$ cat src/design/swr_pkg.sv
// shared constants and types for the supervisor watchdog
package swr_pkg;
	// system clock
	localparam int CLK_HZ = 50_000_000;
	// internal oscillator rate and the clk cycles per oscillator cycle
	localparam int INT_OSC_HZ    = 10240;
	localparam int INT_DIV_CYCLES = CLK_HZ / INT_OSC_HZ;
	// nominal times on the internal oscillator
	localparam int SHORT_MS   = 100;
	localparam int LONG_MS    = 1600;
	localparam int RST_MS     = 200;
	localparam int INT_SHORT  = SHORT_MS * INT_OSC_HZ / 1000;
	localparam int INT_LONG   = LONG_MS * INT_OSC_HZ / 1000;
	localparam int INT_RST    = RST_MS * INT_OSC_HZ / 1000;
	// timebase cycle counts on an external clock
	localparam int EXT_SHORT  = 1024;
	localparam int EXT_LONG   = 4096;
	localparam int EXT_RST    = 2048;
	// counter width and terminal counts (count value on the last cycle)
	localparam int CNT_W      = 15;
	localparam logic [CNT_W-1:0] INT_SHORT_LAST = CNT_W'(INT_SHORT - 1);
	localparam logic [CNT_W-1:0] INT_LONG_LAST  = CNT_W'(INT_LONG - 1);
	localparam logic [CNT_W-1:0] INT_RST_LAST   = CNT_W'(INT_RST - 1);
	localparam logic [CNT_W-1:0] EXT_SHORT_LAST = CNT_W'(EXT_SHORT - 1);
	localparam logic [CNT_W-1:0] EXT_LONG_LAST  = CNT_W'(EXT_LONG - 1);
	localparam logic [CNT_W-1:0] EXT_RST_LAST   = CNT_W'(EXT_RST - 1);
	localparam logic [CNT_W-1:0] CNT_ZERO       = 15'h0000;
	// width of the pin bundle that crosses into clk
	localparam int PIN_W = 5;

	// asynchronous pins, sampled through two flops
	typedef struct packed {
		logic kick;
		logic kick_float;
		logic src_sel;
		logic tb_in;
		logic supply_ok;
	} swr_pins_t;

	// watchdog phases
	typedef enum logic [1:0] {
		SWR_WATCH = 2'b01,
		SWR_RESET = 2'b10
	} swr_state_t;
endpackage

$ cat src/design/swr_timebase.sv
// timebase tick generator: internal oscillator divider or external clock edges
`timescale 1ns/100ps
module swr_timebase #(
	parameter int DIV = swr_pkg::INT_DIV_CYCLES
) (
	// clock and reset
	input  wire logic clk,
	input  wire logic rst,
	// source choice and synchronised external clock level
	input  wire logic use_ext,
	input  wire logic ext_lvl,
	// one-cycle timebase pulse
	output logic      tick
);
	logic [31:0] div_q;
	logic        ext_prev_q;
	logic        tick_q;

	assign tick = tick_q;

	// internal oscillator divider
	always_ff @(posedge clk) begin
		if (rst || use_ext || div_q == 32'(DIV - 1)) begin
			div_q <= 32'h00000000;
		end else begin
			div_q <= div_q + 32'h00000001;
		end
	end

	// previous external level for edge detection
	always_ff @(posedge clk) begin
		if (rst) begin
			ext_prev_q <= 1'b0;
		end else begin
			ext_prev_q <= ext_lvl;
		end
	end

	// tick from rising external edge or divider wrap
	always_ff @(posedge clk) begin
		if (rst) begin
			tick_q <= 1'b0;
		end else if (use_ext) begin
			tick_q <= ext_lvl && !ext_prev_q;
		end else begin
			tick_q <= (div_q == 32'(DIV - 1));
		end
	end
endmodule

$ cat src/design/swr_watchdog.sv
// watchdog timer and reset pulse generator
`timescale 1ns/100ps
// Notes on behaviour
// - on expiry drive reset low for the reset active time
// - after each reset use the long timeout
// - switch to short timeout only after first kick edge after reset release
// - restart the timeout count as reset goes inactive
// - any kick edge before expiry clears the timer; host must kick in time
// - a stuck kick input gives periodic resets, every long timeout
// - a floating kick input disables the watchdog
// - invalid main supply disables the watchdog
// - timeout flag goes low on expiry, high again on next kick edge
// - timeout flag forced high while main supply is invalid
// - external clock: 1024 short, 4096 long, 2048 reset cycles
// - select high or floating: internal oscillator, fixed reset time
// - internal: input low 100ms, high 1.6s short; long 1.6s; reset 200ms
// - internal oscillator 10.24kHz, all internal times counted in its cycles
module swr_watchdog #(
	parameter int INT_DIV = swr_pkg::INT_DIV_CYCLES
) (
	// clock and reset
	input  wire logic clk,
	input  wire logic rst,
	// processor kick and its float detector
	input  wire logic watchdog_kick_in,
	input  wire logic watchdog_kick_float,
	// timebase pins (floating reads high)
	input  wire logic timebase_source_select,
	input  wire logic timebase_input,
	// supply above reset threshold and above backup battery
	input  wire logic supply_ok,
	// outputs
	output logic      reset_n,
	output logic      watchdog_timeout_flag_out
);
	logic [swr_pkg::PIN_W-1:0] sync1_q;
	logic [swr_pkg::PIN_W-1:0] sync2_q;
	swr_pkg::swr_pins_t        raw;
	swr_pkg::swr_pins_t        pin;
	swr_pkg::swr_state_t       state_q;
	logic [swr_pkg::CNT_W-1:0] cnt_q;
	logic [swr_pkg::CNT_W-1:0] wd_last;
	logic [swr_pkg::CNT_W-1:0] rst_last;
	logic                      kick_prev_q;
	logic                      long_q;
	logic                      reset_n_q;
	logic                      flag_q;
	logic                      tick;
	logic                      use_ext;
	logic                      enable;
	logic                      kick_edge;
	logic [swr_pkg::CNT_W-1:0] low_ticks_q;

	assign raw.kick       = watchdog_kick_in;
	assign raw.kick_float = watchdog_kick_float;
	assign raw.src_sel    = timebase_source_select;
	assign raw.tb_in      = timebase_input;
	assign raw.supply_ok  = supply_ok;
	assign pin            = sync2_q;
	assign reset_n                   = reset_n_q;
	assign watchdog_timeout_flag_out = flag_q;

	// two-flop synchronisers, one per pin
	for (genvar i = 0; i < swr_pkg::PIN_W; i++) begin : g_sync
		always_ff @(posedge clk) begin
			if (rst) begin
				sync1_q[i] <= 1'b0;
				sync2_q[i] <= 1'b0;
			end else begin
				sync1_q[i] <= raw[i];
				sync2_q[i] <= sync1_q[i];
			end
		end
	end

	// source and enable decode
	assign use_ext   = !pin.src_sel;
	assign enable    = pin.supply_ok && !pin.kick_float;
	assign kick_edge = pin.kick != kick_prev_q;

	// terminal counts for the selected timebase
	always_comb begin
		if (use_ext) begin
			wd_last  = long_q ? swr_pkg::EXT_LONG_LAST : swr_pkg::EXT_SHORT_LAST;
			rst_last = swr_pkg::EXT_RST_LAST;
		end else begin
			wd_last  = (long_q || pin.tb_in) ? swr_pkg::INT_LONG_LAST : swr_pkg::INT_SHORT_LAST;
			rst_last = swr_pkg::INT_RST_LAST;
		end
	end

	swr_timebase #(
		.DIV (INT_DIV)
	) u_timebase (
		.clk     (clk),
		.rst     (rst),
		.use_ext (use_ext),
		.ext_lvl (pin.tb_in),
		.tick    (tick)
	);

	// previous kick sample
	always_ff @(posedge clk) begin
		if (rst) begin
			kick_prev_q <= 1'b0;
		end else begin
			kick_prev_q <= pin.kick;
		end
	end

	// watchdog sequencer and counter
	always_ff @(posedge clk) begin
		if (rst || !enable) begin
			state_q   <= swr_pkg::SWR_WATCH;
			cnt_q     <= swr_pkg::CNT_ZERO;
			reset_n_q <= 1'b1;
		end else begin
			unique case (state_q)
				swr_pkg::SWR_WATCH: begin
					if (kick_edge) begin
						cnt_q <= swr_pkg::CNT_ZERO;
					end else if (tick && cnt_q == wd_last) begin
						state_q   <= swr_pkg::SWR_RESET;
						cnt_q     <= swr_pkg::CNT_ZERO;
						reset_n_q <= 1'b0;
					end else if (tick) begin
						cnt_q <= cnt_q + 15'h0001;
					end
				end
				swr_pkg::SWR_RESET: begin
					if (tick && cnt_q == rst_last) begin
						state_q   <= swr_pkg::SWR_WATCH;
						cnt_q     <= swr_pkg::CNT_ZERO;
						reset_n_q <= 1'b1;
					end else if (tick) begin
						cnt_q <= cnt_q + 15'h0001;
					end
				end
			endcase
		end
	end

	// long timeout after reset until the first kick
	always_ff @(posedge clk) begin
		if (rst || !enable) begin
			long_q <= 1'b1;
		end else if (state_q == swr_pkg::SWR_RESET) begin
			long_q <= 1'b1;
		end else if (kick_edge) begin
			long_q <= 1'b0;
		end
	end

	// timeout flag: low on expiry, high on kick or bad supply
	always_ff @(posedge clk) begin
		if (rst || !pin.supply_ok) begin
			flag_q <= 1'b1;
		end else if (kick_edge) begin
			flag_q <= 1'b1;
		end else if (enable && state_q == swr_pkg::SWR_WATCH && tick && cnt_q == wd_last) begin
			flag_q <= 1'b0;
		end
	end

	// ticks seen while reset is low, for the pulse length check
	always_ff @(posedge clk) begin
		if (rst || reset_n_q) begin
			low_ticks_q <= swr_pkg::CNT_ZERO;
		end else if (tick) begin
			low_ticks_q <= low_ticks_q + 15'h0001;
		end
	end
endmodule

$ cat config.mk
export PLATFORM = sky130hd
export DESIGN_NAME = swr_watchdog
export DESIGN_NICKNAME = d
export VERILOG_FILES = /design/src/design/swr_pkg.sv /design/src/design/swr_timebase.sv /design/src/design/swr_watchdog.sv
export SDC_FILE = /design/constraint.sdc
export NUM_CORES = 1
export LEC_CHECK = 0
export BUFFER_PORTS_ARGS = -buffer_cell sky130_fd_sc_hd__buf_4
export CORE_UTILIZATION = 53
export CTS_CLUSTER_SIZE = 30
export DETAILED_ROUTE_END_ITERATION = 10
export GPL_TIMING_DRIVEN = 0
export PLACE_DENSITY = 0.69
export SETUP_SLACK_MARGIN = 0.05
export SYNTH_ARGS = -nofsm -noshare
export SYNTH_HDL_FRONTEND = slang
export SYNTH_HIERARCHICAL = 1
export SYNTH_SLANG_ARGS = --single-unit
$ cat constraint.sdc
create_clock -name clk -period 2 [get_ports clk]
set_input_delay 0.2 -clock clk [delete_from_list [all_inputs] [get_ports clk]]
set_output_delay 0.2 -clock clk [all_outputs]
set_load 0.1 [all_outputs]
==> results.md <==
Global routing:
- The via count of the first global-routing pass is 2,086.
- The remaining global-route overflow is 0.
- The maximum number of pins on one net before global-route repair is 11.
- The first-pass GRT wire length is 9.72 mm.
- In the global route stage, overall resource usage came out at 0.216.
- The number of antenna violations at the first check in global routing was 0.

Synth:
- The xor-xnor portion of the synthesized cell area is 0.0847.
- The post-synthesis share of cell area spent on and, or, nand and nor gates is 0.330.
- Yosys mapped a number of flops with a built-in enable equal to 0.
- The largest family of logic cells by synthesized area is simple AND/OR/NAND/NOR gates.
- The count of warnings emitted by yosys is 6.
- The post-synthesis sequential area ratio is 0.442.
- After synthesis the netlist holds a flip-flop and latch count of 64.
- The area fraction in compound gates after synthesis is 0.0994.
- Of the total synthesized cell area, the portion taken by full adders, half adders and majority gates is 0.0130.
- The mean area per synthesized cell is 9.08 sq um.
- The mux contribution to synthesized area is 0.0104.
- The prevailing post-synth register cell is sky130_fd_sc_hd__dfxtp_1.
- The synthesized netlist occupies a cell area of 0.00290 sq mm.
- The synthesized netlist net count is 329.
- The proportion of register bits with asynchronous set or reset after synthesis is 0.
- Counting every instance in the synthesized netlist gives 319.
- The number of unique standard cell types used by synthesis is 40.

Placed design:
- The count of buffers added on input and output ports is 8.
- The placed wire-length estimate after detailed placement is 3.88 mm.
- The routability congestion estimate is 0.865.
- The total placed cells including tap cells is 397.

Finish:
- The post-route non-filler standard cell count is 411.
- Of the cells placed in the final design, the portion with a size suffix greater than 1 is 0.158.
- From synthesis to final layout, the design area changed by 13.5%.
- The filler cells instantiated in the layout total 464.
- The share of the core filled with cells is 0.635.
- After the last flow step, the layout net total stands at 348.
- The total inserted antenna cells is 0.

Worst setup path:
- The endpoint required time on the critical path is 2.29 ns.
- The cell type group with the largest total delay on the critical path is simple AND/OR/NAND/NOR gates.
- The delay of the slowest cell on the worst path is 0.47 ns.
- The signal arrival time at the worst endpoint is 2.17 ns.
- The path type of the worst setup path is register to register.
- The slowest stage cell on the critical path is sky130_fd_sc_hd__or4_1.
- The critical path goes through and4_2, nand4_1, buf_4, or4_1, a21oi_1.
- The nature of the critical path endpoint is a register.
- The kind of launch point of the worst setup path is a register.
- Together, buffers and inverters on the worst path number 1.
- In this run the worst path has a maximum fanout of 7.

STA:
- The worst-margin pin slew is 0.448 ns.
- Setup repair after global routing left no endpoint under its margin.
- Subtracting the final worst setup slack from the clock period gives 1.88 ns.
- The final worst clock skew is 0.00850 ns.
- In this run the tightest slew margin relative to its limit is 0.700.
- Dividing the final minimum period by the clock period gives 0.939.
- The setup violation total in the final timing report is 0.
- The highest achievable clock rate is 533 MHz.
- The final number of max-transition violations is 0.
- The final hold violation count is 0.

Floorplanning:
- The core area is 0.00517 sq mm.
- The effective utilization at floorplan is 0.560.
- The total I/O pin count is 9.
- Measured along the y axis, the die boundary spans 75.9 um.
- Measured along the x axis, the die boundary spans 75.9 um.
- The die covers 0.00576 sq mm.
- After floorplanning, the core was divided into 26 placement rows.

Detailed routing:
- The total wire length is 5.76 mm.
- The count of TritonRoute iterations in the first routing pass is 5.
- The number of vias in the routed layout is 2,341.
- The number of design-rule violations left by the first detailed-router iteration is 190.
- After detailed routing, the number of vias per cell comes to 5.70.
- The post-route DRC violation count is 0.
- Dividing the detail-routed wire length by the instance count gives 14.0 um.
- The count of antenna-violating nets left after detailed routing is 0.

Min path:
- The path class of the lowest-slack min-delay path is primary input to register.

Clock network:
- The clock network latency to the later pin of the worst-skew pair is 0.35 ns.
- The H-tree was split into 3 levels.
- After clock tree synthesis, the clock-pin slew on the worst setup and hold paths is 0.07 ns.
- The clock tree from TritonCTS is yes.
- In this run the clock root is driven by a sky130_fd_sc_hd__clkbuf_8.
- The total clock sinks is 64.
- The clock passes through at most 2 buffers.
- In this run, CTS created clock tree buffers numbering 9.
- The number of hold-repair buffers added at the cts stage is 0.

Power:
- Of the total power, the clock network draws 0.453.
- Of the total power, combinational logic draws 0.019.
- For this design the static power due to leakage is 1.05 nW.
- The power consumption is 2.44 mW.
- The cell-internal power is 1.94 mW.
- The fraction of power spent switching nets is 0.208.
- Power spread over the standard cell area amounts to 743 mW/mm^2.
- The worst IR drop on VDD is 491 uV.
- The relative contribution of sequential cells to total power is 0.528.
- In this run the power spent charging and discharging nets is 0.508 mW.

Status:
- The run finished with clean final reports.

Run:
- Across the run, the number of max-cap violations was 0.
-- worst paths after layout --
| kind | slack, ns | cells past startpoint | startpoint | end |
|---|---|---|---|---|
| max | 0.12 | 5 | u_timebase/div_q[2]$_SDFF_PP0_ | u_timebase/div_q[29]$_SDFF_PP0_ |
| min | 0.05 | 2 | watchdog_kick_float | sync1_q[3]$_SDFF_PP0_ |
| max reg2reg | 0.12 | 5 | u_timebase/div_q[2]$_SDFF_PP0_ | u_timebase/div_q[29]$_SDFF_PP0_ |
| min reg2reg | 0.44 | 1 | sync1_q[2]$_SDFF_PP0_ | pin[2]$_SDFF_PP0_ |
-- state kept, by name, summed over array words and instances, names as in the netlist --
name and count:
cnt_q 15, u_timebase/ext_prev_q 1, kick_prev_q 1, watchdog_timeout_flag_out 1, u_timebase/div_q 32, sync1_q 5
u_timebase/tick 1, pin 5, state_q 2, long_q 1
-- routing by layer --
metal  vias to the layer above  wire length (um)  track usage
li1                       1209                 -            -
met1                      1077              2930        0.291
met2                        45              2460        0.311
met3                        10               268       0.0735
met4                         0                95        0.100
met5                         -                 0            0
-- cell usage after synthesis, drive strengths merged, types with 2 or more instances --
cell,count,area share
and3,8,0.017
clkbuf,6,0.0078
a21o,2,0.0052
a21oi,19,0.033
dfxtp,64,0.44
or4,14,0.039
nor4,7,0.015
o21ai,8,0.014
o31ai,12,0.031
nor4b,2,0.0060
and2,3,0.0065
nand2,17,0.022
nand3,16,0.029
and4,8,0.024
xnor2,18,0.054
nor3,4,0.0069
ha,3,0.013
mux2i,3,0.010
nor2b,16,0.035
inv,3,0.0039
or3,4,0.0086
xor2,10,0.030
nor2,38,0.049
buf,4,0.0091
nand2b,2,0.0043
nand4,20,0.056
-- power groups by stage --
stage	sequential, mW	clock, mW	combinational [mW]
6_report	1.29	1.11	0.0454
5_1_grt	1.29	1.20	0.0514
4_1_cts	1.29	1.13	0.0457
3_5_place_dp	1.32	0	0.0451
3_3_place_gp	1.32	0	0.0441
2_1_floorplan	1.32	0	0.0283
-- cell families (layout without fill, tap and decap cells) --
family	count (synthesis)	after routing
AO/OA/AOI/OAI	45	45
XOR/XNOR	28	28
adder cells (fa/ha/maj)	3	3
buffers and inverters	13	35
flip-flops	64	64
multiplexers	3	3
AND/OR/NAND/NOR	163	163
-- what timing repair did --
action | CTS | global route
pin swaps | 0 | 1
setup buffers | 0 | 1
endpoints found under the setup margin | 28 | 43
gates resized for setup | 6 | 16
-- cell usage in the layout, fill, tap and decap left out, types with 4 or more instances in the layout --
master / n
sky130_fd_sc_hd__a21oi_1: 19
sky130_fd_sc_hd__and3_1: 7
sky130_fd_sc_hd__and4_1: 7
sky130_fd_sc_hd__buf_4: 10
sky130_fd_sc_hd__clkbuf_8: 11
sky130_fd_sc_hd__dfxtp_1: 56
sky130_fd_sc_hd__dfxtp_2: 8
sky130_fd_sc_hd__nand2_1: 16
sky130_fd_sc_hd__nand3_1: 14
sky130_fd_sc_hd__nand4_1: 17
sky130_fd_sc_hd__nor2_1: 37
sky130_fd_sc_hd__nor2b_1: 16
sky130_fd_sc_hd__nor3_1: 4
sky130_fd_sc_hd__nor4_1: 6
sky130_fd_sc_hd__o21ai_0: 7
sky130_fd_sc_hd__o31ai_1: 12
sky130_fd_sc_hd__or3_1: 4
sky130_fd_sc_hd__or4_1: 12
sky130_fd_sc_hd__xnor2_1: 18
sky130_fd_sc_hd__xor2_1: 10
-- final cells by class --
class                      instances  area [sq um]  share of cell area
buffer                             9          52.6              0.0160
clock inverter                     3          42.5              0.0129
timing repair buffer               9          67.6              0.0206
clock buffer                      11           151              0.0461
sequential                        64          1290               0.393
inverter                           3          11.3             0.00343
multi-input combinational        242          1580               0.482
tap                               70          87.6              0.0266
-- through the flow --
| step | instance area, sq um | TNS (ns) | hold WS, ns | worst slack, ns |
|---|---|---|---|---|
| finish | 3290 | 0 | 0.0542 | 0.122 |
| global route | 3290 | 0 | 0.0530 | 0.0188 |
| CTS | 3250 | 0 | 0.0470 | 0.0695 |
| detailed placement | 3050 | -0.162 | 0.416 | -0.0857 |
| global placement | 3050 | -0.118 | 0.410 | -0.0602 |
| floorplan | 2900 | 0 | 0.272 | 0.220 |
No activity file was read; power rests on OpenSTA's default activity.
